File: src/rtl/tcc_pkg.sv
// Purpose: shared constants and types of the timer capture/compare channel block
// Assumes: 16-bit counter, two channels with one input pin each
// Notes:   filter lengths are sample counts at the filter sample rate
package tcc_pkg;
  // ----------------------------------------------------------------
  // widths
  // ----------------------------------------------------------------
  localparam int unsigned CNT_W = 16;
  localparam int unsigned NCH   = 2;

  // ----------------------------------------------------------------
  // field codes
  // ----------------------------------------------------------------
  localparam logic [1:0] SEL_OUTPUT  = 2'h0;
  localparam logic [1:0] SEL_OWN_PIN = 2'h1;
  localparam logic [1:0] SEL_NBR_PIN = 2'h2;
  localparam logic [2:0] TRIG_FP1    = 3'h5;
  localparam logic [2:0] TRIG_FP2    = 3'h6;
  localparam logic [2:0] SLAVE_RESET = 3'h4;

  // output reference modes
  typedef enum logic [2:0] {
    MODE_FROZEN   = 3'b000,
    MODE_SET      = 3'b001,
    MODE_CLEAR    = 3'b010,
    MODE_TOGGLE   = 3'b011,
    MODE_FORCE_LO = 3'b100,
    MODE_FORCE_HI = 3'b101,
    MODE_PWM1     = 3'b110,
    MODE_PWM2     = 3'b111
  } tcc_mode_e;

  // ----------------------------------------------------------------
  // reset values
  // ----------------------------------------------------------------
  localparam logic [CNT_W-1:0] CMP_RST = 16'h0000;
  localparam logic             REF_RST = 1'b0;

  // ----------------------------------------------------------------
  // filter lengths: consecutive samples needed per filter code
  // ----------------------------------------------------------------
  localparam logic [3:0] FILT_LEN_0 = 4'h1;
  localparam logic [3:0] FILT_LEN_1 = 4'h2;
  localparam logic [3:0] FILT_LEN_2 = 4'h4;
  localparam logic [3:0] FILT_LEN_3 = 4'h8;
  localparam logic [3:0] FILT_LEN_X = 4'h8;

  function automatic logic [3:0] filt_len(input logic [3:0] code);
    unique case (code)
      4'h0:    filt_len = FILT_LEN_0;
      4'h1:    filt_len = FILT_LEN_1;
      4'h2:    filt_len = FILT_LEN_2;
      4'h3:    filt_len = FILT_LEN_3;
      default: filt_len = FILT_LEN_X;
    endcase
  endfunction : filt_len
endpackage : tcc_pkg

File: src/rtl/tcc_edge_if.sv
// Purpose: carries one filtered input level and its edge pulses
// Assumes: single clock domain
// Notes:   rise and fall are one-cycle pulses
`timescale 1ns/1ns
`default_nettype none
interface tcc_edge_if;
  logic level; // filtered level
  logic rise;  // accepted rising transition
  logic fall;  // accepted falling transition
  modport src (output level, rise, fall);
  modport snk (input level, rise, fall);
endinterface : tcc_edge_if
`default_nettype wire

File: src/rtl/tcc_channel.sv
// Purpose: two capture/compare channels of a general timer
// Assumes: counter, reload and update event come from the time base outside
// Notes:   register access is by plain strobes; the compare value is per channel
// Function
// - input mode captures counter on valid edge
// - capture sets flag, gated irq and dma
// - capture with flag set sets overrun
// - flag clears by write or read; overrun by write
// - nonzero direction select means input, read-only
// - select 01 own pin, 10 neighbour pin
// - filter needs consecutive samples; 0011 means 8
// - polarity 0 rising, 1 falling
// - divider 00 captures every valid edge
// - capture needs enable; irq, dma separately gated
// - software event sets flag, irq and dma; no capture
// - trigger 101 with slave 100 resets counter
// - only channel own filtered edges trigger
// - 101 forces reference high, 100 low; polarity inverts
// - forced output still compares and flags
// - match: hold, set, clear or toggle
// - match sets flag, irq, selectable dma source
// - preload off immediate, on at update
// - update event never changes reference
// - 110 PWM1, 111 PWM2, continuous compare
// - one count resolution; reload period, compare duty
// - PWM1 high while counter below compare
`timescale 1ns/1ns
`default_nettype none
module tcc_channel (
  input  wire logic             i_clk,                    // kernel clock, 25 MHz
  input  wire logic             i_resetn,                 // sync reset, active low
  input  wire logic             i_ce,                     // clock enable
  input  wire logic [1:0]       i_timer_input_pin,        // input pins, one per channel
  input  wire logic             i_filter_sample_rate,     // filter sample strobe
  input  wire logic [15:0]      i_counter_value,          // counter value
  input  wire logic [15:0]      i_reload_value,           // auto-reload value
  input  wire logic             i_count_tick,             // counter just stepped
  input  wire logic             i_update_event,           // update event pulse
  input  wire logic [1:0][1:0]  i_channel_direction_select, // per channel
  input  wire logic [1:0][3:0]  i_input_filter_code,      // per pin
  input  wire logic [1:0]       i_channel_polarity,       // per channel
  input  wire logic [1:0][1:0]  i_capture_divider,        // per channel
  input  wire logic [1:0]       i_channel_output_enable,  // capture / output enable
  input  wire logic [1:0]       i_channel_irq_enable,     // irq enable
  input  wire logic [1:0]       i_channel_dma_enable,     // dma enable
  input  wire logic [1:0]       i_channel_sw_event,       // software event pulse
  input  wire logic [1:0][2:0]  i_output_mode_code,       // per channel
  input  wire logic [1:0]       i_compare_preload_enable, // per channel
  input  wire logic             i_dma_source_select,      // 1: dma on update event
  input  wire logic [2:0]       i_trigger_select,         // slave trigger source
  input  wire logic [2:0]       i_slave_mode_select,      // slave mode
  input  wire logic [1:0]       i_cmp_wr,                 // compare write strobe
  input  wire logic [15:0]      i_cmp_wdata,              // compare write data
  input  wire logic [1:0]       i_cmp_rd,                 // compare read strobe
  input  wire logic [1:0]       i_flag_clr,               // write zero to event flag
  input  wire logic [1:0]       i_ovr_clr,                // write zero to overrun flag
  output var  logic [1:0][15:0] o_channel_compare_value,  // visible compare value
  output var  logic [1:0]       o_channel_event_flag,     // event flag
  output var  logic [1:0]       o_channel_overrun_flag,   // overrun flag
  output var  logic [1:0]       o_irq,                    // irq pulse
  output var  logic [1:0]       o_dma_req,                // dma request pulse
  output var  logic [1:0]       o_output_reference,       // reference level
  output var  logic [1:0]       o_out_pin,                // output pin level
  output var  logic [1:0]       o_out_oe,                 // output pin enable
  output var  logic             o_counter_reset           // slave reset pulse
);
  logic [1:0]  pin_rise;
  logic [1:0]  pin_fall;
  logic [15:0] pre_q [2];
  logic [15:0] sh_q  [2];
  logic [2:0]  div_q [2];
  logic [1:0]  flag_q, ovr_q, irq_q, dma_q, ref_q, pin_q, oe_q;
  logic [1:0]  ref_d, is_in, cap, match, evt;
  logic        fp1, fp2, rst_q;

  // ----------------------------------------------------------------
  // input filters, one per pin
  // ----------------------------------------------------------------
  for (genvar p = 0; p < 2; p++) begin : g_pin
    tcc_edge_if edge_if ();
    tcc_filter u_filt (
      .i_clk        (i_clk),
      .i_resetn     (i_resetn),
      .i_ce         (i_ce),
      .i_pin        (i_timer_input_pin[p]),
      .i_sample_tick(i_filter_sample_rate),
      .i_code       (i_input_filter_code[p]),
      .o_edge       (edge_if)
    );
    assign pin_rise[p] = edge_if.rise;
    assign pin_fall[p] = edge_if.fall;
  end

  // only each pin's own channel edge feeds the slave trigger
  assign fp1 = i_channel_polarity[0] ? pin_fall[0] : pin_rise[0];
  assign fp2 = i_channel_polarity[1] ? pin_fall[1] : pin_rise[1];

  // ----------------------------------------------------------------
  // per-channel logic
  // ----------------------------------------------------------------
  for (genvar c = 0; c < 2; c++) begin : g_ch
    logic       sel_edge;
    logic       fire;
    logic [2:0] mask;
    logic       below;

    assign is_in[c] = i_channel_direction_select[c] != tcc_pkg::SEL_OUTPUT;

    // route own or neighbour pin, then pick the active edge
    always_comb begin
      sel_edge = 1'b0;
      if (i_channel_direction_select[c] == tcc_pkg::SEL_OWN_PIN) begin
        sel_edge = i_channel_polarity[c] ? pin_fall[c] : pin_rise[c];
      end else if (i_channel_direction_select[c] == tcc_pkg::SEL_NBR_PIN) begin
        sel_edge = i_channel_polarity[c] ? pin_fall[1-c] : pin_rise[1-c];
      end
    end

    // divider 00 keeps mask zero so every edge fires
    assign mask  = {i_capture_divider[c] == 2'h3, i_capture_divider[c][1],
                    i_capture_divider[c] != 2'h0};
    assign fire  = (div_q[c] & mask) == mask;
    assign cap[c]   = sel_edge & fire & i_channel_output_enable[c];
    assign match[c] = ~is_in[c] & i_count_tick & (i_counter_value == sh_q[c]);
    assign evt[c]   = cap[c] | match[c] | i_channel_sw_event[c];
    // a compare above the reload value is never reached, so the level stays high
    assign below    = (i_counter_value < sh_q[c]) | (sh_q[c] > i_reload_value);

    // edge divider; held clear while capture is off
    always_ff @(posedge i_clk) begin
      if (!i_resetn) begin
        div_q[c] <= 3'h0;
      end else if (i_ce) begin
        if (!i_channel_output_enable[c] || !is_in[c]) begin
          div_q[c] <= 3'h0;
        end else if (sel_edge) begin
          div_q[c] <= fire ? 3'h0 : div_q[c] + 3'h1;
        end
      end
    end

    // software-visible value: capture writes it, software only in output mode
    always_ff @(posedge i_clk) begin
      if (!i_resetn) begin
        pre_q[c] <= tcc_pkg::CMP_RST;
      end else if (i_ce) begin
        if (cap[c]) begin
          pre_q[c] <= i_counter_value;
        end else if (!is_in[c] && i_cmp_wr[c]) begin
          pre_q[c] <= i_cmp_wdata;
        end
      end
    end

    // shadow value: immediate without preload, at update event with it
    always_ff @(posedge i_clk) begin
      if (!i_resetn) begin
        sh_q[c] <= tcc_pkg::CMP_RST;
      end else if (i_ce) begin
        if (cap[c]) begin
          sh_q[c] <= i_counter_value;
        end else if (!is_in[c] && !i_compare_preload_enable[c] && i_cmp_wr[c]) begin
          sh_q[c] <= i_cmp_wdata;
        end else if (!is_in[c] && i_compare_preload_enable[c] && i_update_event) begin
          sh_q[c] <= pre_q[c];
        end
      end
    end

    // flags: a setting event wins over a clear in the same cycle
    always_ff @(posedge i_clk) begin
      if (!i_resetn) begin
        flag_q[c] <= 1'b0;
        ovr_q[c]  <= 1'b0;
      end else if (i_ce) begin
        if (evt[c]) begin
          flag_q[c] <= 1'b1;
        end else if (i_flag_clr[c] || (i_cmp_rd[c] && is_in[c])) begin
          flag_q[c] <= 1'b0;
        end
        if (cap[c] && flag_q[c]) begin
          ovr_q[c] <= 1'b1;
        end else if (i_ovr_clr[c]) begin
          ovr_q[c] <= 1'b0;
        end
      end
    end

    // requests are single-cycle pulses, gated by their own enables
    always_ff @(posedge i_clk) begin
      if (!i_resetn) begin
        irq_q[c] <= 1'b0;
        dma_q[c] <= 1'b0;
      end else if (i_ce) begin
        irq_q[c] <= evt[c] & i_channel_irq_enable[c];
        dma_q[c] <= i_channel_dma_enable[c] &
                    (i_dma_source_select ? i_update_event : evt[c]);
      end
    end

    // reference next value; the update event is not an input here
    always_comb begin
      ref_d[c] = ref_q[c];
      if (!is_in[c]) begin
        unique case (tcc_pkg::tcc_mode_e'(i_output_mode_code[c]))
          tcc_pkg::MODE_FROZEN:   ref_d[c] = ref_q[c];
          tcc_pkg::MODE_SET:      ref_d[c] = match[c] ? 1'b1 : ref_q[c];
          tcc_pkg::MODE_CLEAR:    ref_d[c] = match[c] ? 1'b0 : ref_q[c];
          tcc_pkg::MODE_TOGGLE:   ref_d[c] = match[c] ^ ref_q[c];
          tcc_pkg::MODE_FORCE_LO: ref_d[c] = 1'b0;
          tcc_pkg::MODE_FORCE_HI: ref_d[c] = 1'b1;
          tcc_pkg::MODE_PWM1:     ref_d[c] = below;
          tcc_pkg::MODE_PWM2:     ref_d[c] = ~below;
        endcase
      end
    end

    // pin follows reference, inverted by polarity; driven only as output
    always_ff @(posedge i_clk) begin
      if (!i_resetn) begin
        ref_q[c] <= tcc_pkg::REF_RST;
        pin_q[c] <= tcc_pkg::REF_RST;
        oe_q[c]  <= 1'b0;
      end else if (i_ce) begin
        ref_q[c] <= ref_d[c];
        pin_q[c] <= ref_d[c] ^ i_channel_polarity[c];
        oe_q[c]  <= ~is_in[c] & i_channel_output_enable[c];
      end
    end

    assign o_channel_compare_value[c] = pre_q[c];
  end

  // ----------------------------------------------------------------
  // slave reset trigger
  // ----------------------------------------------------------------
  // the counter lives outside; this only asks it to restart on the chosen edge
  always_ff @(posedge i_clk) begin
    if (!i_resetn) begin
      rst_q <= 1'b0;
    end else if (i_ce) begin
      rst_q <= (i_slave_mode_select == tcc_pkg::SLAVE_RESET) &
               (((i_trigger_select == tcc_pkg::TRIG_FP1) & fp1) |
                ((i_trigger_select == tcc_pkg::TRIG_FP2) & fp2));
    end
  end

  assign o_channel_event_flag   = flag_q;
  assign o_channel_overrun_flag = ovr_q;
  assign o_irq                  = irq_q;
  assign o_dma_req              = dma_q;
  assign o_output_reference     = ref_q;
  assign o_out_pin              = pin_q;
  assign o_out_oe               = oe_q;
  assign o_counter_reset        = rst_q;
endmodule : tcc_channel
`default_nettype wire

File: src/rtl/tcc_filter.sv
// Purpose: digital input filter and edge detector for one timer input pin
// Assumes: pin is synchronous to i_clk
// Notes:   level changes only after a run of equal samples at the sample tick
`timescale 1ns/1ns
`default_nettype none
module tcc_filter (
  input  wire logic       i_clk,         // kernel clock
  input  wire logic       i_resetn,      // sync reset, active low
  input  wire logic       i_ce,          // clock enable
  input  wire logic       i_pin,         // raw input pin level
  input  wire logic       i_sample_tick, // filter sample rate strobe
  input  wire logic [3:0] i_code,        // input filter code
  tcc_edge_if.src         o_edge         // filtered level and edges
);
  logic       lvl_q;
  logic [3:0] run_q;
  logic       rise_q;
  logic       fall_q;
  logic [3:0] run_nx;
  logic [3:0] need;

  assign run_nx = run_q + 4'h1;
  assign need   = tcc_pkg::filt_len(i_code);

  // ----------------------------------------------------------------
  // run-length filter
  // ----------------------------------------------------------------
  // a glitch shorter than the run resets the count, so it never leaks out
  always_ff @(posedge i_clk) begin
    if (!i_resetn) begin
      lvl_q  <= tcc_pkg::REF_RST;
      run_q  <= 4'h0;
      rise_q <= 1'b0;
      fall_q <= 1'b0;
    end else if (i_ce) begin
      rise_q <= 1'b0;
      fall_q <= 1'b0;
      if (i_sample_tick) begin
        if (i_pin == lvl_q) begin
          run_q <= 4'h0;
        end else if (run_nx >= need) begin
          lvl_q  <= i_pin;
          run_q  <= 4'h0;
          rise_q <= i_pin;
          fall_q <= ~i_pin;
        end else begin
          run_q <= run_nx;
        end
      end
    end
  end

  assign o_edge.level = lvl_q;
  assign o_edge.rise  = rise_q;
  assign o_edge.fall  = fall_q;
endmodule : tcc_filter
`default_nettype wire

File: config.mk
export PLATFORM = sky130hd
export DESIGN_NAME = tcc_channel
export DESIGN_NICKNAME = d
export VERILOG_FILES = /design/src/rtl/tcc_pkg.sv /design/src/rtl/tcc_edge_if.sv /design/src/rtl/tcc_channel.sv /design/src/rtl/tcc_filter.sv
export SDC_FILE = /design/constraint.sdc
export NUM_CORES = 1
export LEC_CHECK = 0
export ABC_AREA = 1
export BUFFER_PORTS_ARGS = -buffer_cell sky130_fd_sc_hd__buf_2
export CAP_MARGIN = 20
export CORE_UTILIZATION = 51
export CTS_BUF_LIST = sky130_fd_sc_hd__clkbuf_8
export CTS_CLUSTER_DIAMETER = 60
export DETAILED_ROUTE_END_ITERATION = 6
export PLACE_DENSITY_LB_ADDON = 0.3
export SLEW_MARGIN = 20
export SYNTH_ARGS = -nofsm -noshare
export SYNTH_HDL_FRONTEND = slang
export SYNTH_HIERARCHICAL = 1
export SYNTH_SLANG_ARGS = --single-unit
File: constraint.sdc
create_clock -name i_clk -period 6.1 [get_ports i_clk]
set_clock_uncertainty 0.05 [all_clocks]
set_input_delay 0.305 -clock i_clk [delete_from_list [all_inputs] [get_ports i_clk]]
set_output_delay 0.305 -clock i_clk [all_outputs]
set_load 0.005 [all_outputs]
==> flow_summary_export.csv <==
group,metric,value,unit
routing,drt-vias-per-instance,5.40,
timing,hold_ws,0.146,ns
critical_path,crit_chain,"inv_1 -> nand2_1 -> o21ai_1 -> o22ai_1 -> nand3_1 -> inv_1 -> nand2_1 -> nand3_4 -> inv_1 -> nand2_1",
clocking,holdBufCountCts,0,
synth,yosys_warnings,6,
global_routing,grt_usage,26.4,%
clocking,path_clk_slew,0.10,ns
timing,timing.setup.tns,0,ns
synth,synth_top_family_by_area,"simple AND/OR/NAND/NOR gates",
synth,syn-cell-area,7200,um^2
flow_run,cap_violations,0,
timing,finalHoldViolations,0,
power,seq_power_share,50.8,%
power,powerDensity,184,nW/um^2
power,p_sw_share,28.5,%
global_routing,antenna_found_initial,0,
synth,synthCells,896,
timing,min_period,2.97,ns
synth,synth_cell_types,45,
layout,drive_gt1_share,21.1,%
timing,finalSetupViolations,0,
synth,synthFlopType,"edfxtp_1",
synth,syn-mean-instance-area,8.04,um^2
global_routing,grt_max_degree,34,
timing,slew-limit-headroom,40.8,%
routing,final_antenna_net_count,0,
outcome,outcome,"complete, no violations",
power,p_leak,0.00413,uW
clocking,insertion_delay,0.37,ns
floorplan,start_util,52.1,%
place,io_buffers,151,
synth,synth-simple-area-share,22.2,%
synth,synthMuxAreaShare,0,%
routing,drt-pass1-iter-count,7,
clocking,clkSinkCount,99,
synth,ys_seq_area_share,37.3,%
place,hpwl,15300,um
layout,stdcell_count,1228,
critical_path,worst_path_max_delay_cell,"nand2_1",
critical_path,cp_max_fo,16,
global_routing,grt_pass1_wl,29600,um
floorplan,die_x,121,um
power,p_int,1090,uW
place,dp_cells,1212,
routing,routed_wl,18900,um
critical_path,path_class,"flip-flop to flip-flop",
place,gp_congestion,0.889,
critical_path,cpPeakStageDelay,0.48,ns
timing,rsz0062_at_grt,"no",
power,ir_drop,0.000125,V
critical_path,crit_path_end_kind,"flip-flop",
routing,routed-via-count,6635,
global_routing,grt_overflow,0,
timing,max_freq,337,MHz
clocking,clockRootBuffer,"clkbuf_8",
power,pwr-share-clk,30.9,%
floorplan,pin_count,152,
synth,syn_nets,1081,
worst_hold_path,min_path_type,"input port to flip-flop",
synth,ys_ff_latch,99,
floorplan,dieArea,14600,um^2
routing,wire_per_inst,15.4,um
floorplan,fp.dieH,121,um
layout,area_delta_synth_final,15.3,%
layout,antennaDiodeCount,0,
clocking,post-cts-setup-buffers,0,
layout,layout.nets,1228,
synth,async_flop_share,0,%
synth,synth_edf_count,70,
synth,synth_xor_xnor_area_share,0.487,%
floorplan,core.rowCount,43,
power,comb_power_share,18.3,%
power,switchingPower,435,uW
critical_path,critPathRequiredTime,6.06,ns
timing,timing.final.crit_share,48.6,%
timing,drv_slew,0,
clocking,cts_tree,"yes",
timing,worst_slew_pin_slew,0.885,ns
routing,drt_iter0_markers,604,
clocking,cts_resized,0,
clocking,numCtsBuffers,9,
critical_path,critPathArrivalTime,2.93,ns
synth,synth-adder-area-share,13.9,%
global_routing,grt_pass1_vias,5890,
clocking,clk_path_buf_depth,2,
floorplan,core,13800,um^2
synth,synth_compound_area_share,16.0,%
clocking,ctsHtreeMaxLevel,3,
routing,drc,0,
critical_path,setup.worst_path.start_class,"flip-flop",
## power by group through the flow
stage	registers, uW	logic (uW)	clock network (uW)
after floorplan	782	167	0
after CTS	775	279	478
after global placement	789	272	0
after global routing	778	318	497
final	775	279	472
after detailed placement	790	278	0
## cell families (layout without fill, tap and decap cells)
kind of cell	count (synthesis)	in the layout
AND/OR/NAND/NOR	356	356
AO/OA/AOI/OAI	180	180
buffers and inverters	177	329
flip-flops	99	99
adder cells (fa/ha/maj)	80	80
XOR/XNOR	4	4
## synthesized netlist by cell type, types with 8 or more instances
cell	n	area share (%)
inv_1	147	7.7
inv_2	8	0.42
o211ai_1	9	0.94
o21ai_0	64	4.4
a21oi_1	51	3.5
a31oi_1	16	1.4
o211ai_2	18	3.1
nor2_1	73	3.8
dfxtp_1	29	8.1
nand3_1	58	4.0
ha_1	80	14
nor3_1	9	0.63
nand2_1	181	9.4
edfxtp_1	70	29
nand4_1	9	0.78
## metal layers
metal	up-vias	wire length, um	share of wire (%)	track usage (%)
met5	-	0	0	0
met3	48	1400	7.4	3.25
met4	0	597	3.2	11.3
met2	258	8620	46	41.8
met1	2992	8280	44	36.4
li1	3337	-	-	-
## flip-flops by register name (all words and copies together) (netlist names), 6 cells and up
signal              flops
sh_q                   32
g_pin.u_filt/run_q      8
div_q                   6
pre_q                  32
## final cells by class
class                   count  area [um^2]
clock buffers               9          124
clock inverters             7          100
fillers                  1245         5530
inverters                 161          619
multi-input cells         620         3790
flip-flops and latches     99         2680
well taps                 180          225
repair buffers            152          763
## critical path, delay by kind of cell (launching register included)
| kind | cells | cell delay [ns] |
|---|---|---|
| flops | 1 | 0.34 |
| simple gates | 5 | 1.25 |
| buf+inv | 3 | 0.61 |
| compound gates | 2 | 0.36 |
## cell usage in the layout (no fill, tap or decap), drive strengths merged, types with 16 or more instances in the layout
cell    instances
ha             80
nand2         192
inv           159
dfxtp          29
a31oi          16
nor2           79
edfxtp         70
o21ai          65
o211ai         27
nand3          61
buf           152
a21oi          53
## stage by stage
step	area, um^2	worst slack [ns]	power [uW]	util, %
after detailed placement	8080	2.93	1070	58.4
after global placement	8080	2.99	1060	58.4
after global routing	8300	2.85	1590	60.0
after CTS	8300	3.13	1530	60.0
final	8300	3.13	1530	60.0
after floorplan	7200	3.91	949	-
## worst paths after layout
| check | slack, ns | startpoint | end | depth (start not counted) |
|---|---|---|---|---|
| worst min-delay path | 0.15 | i_channel_irq_enable[0] | o_irq[0]$_SDFFE_PN0P_ | 3 |
| worst min register to register | 0.42 | o_dma_req[1]$_SDFFE_PN0P_ | o_dma_req[1]$_SDFFE_PN0P_ | 2 |
| worst max register to register | 3.13 | g_pin[1].u_filt/o_edge.fall$_SDFFE_PN0P_ | sh_q[1][8]$_SDFFCE_PN0P_ | 10 |
| worst max-delay path | 3.13 | g_pin[1].u_filt/o_edge.fall$_SDFFE_PN0P_ | sh_q[1][8]$_SDFFCE_PN0P_ | 10 |
Power figures use the tool's default switching activity.
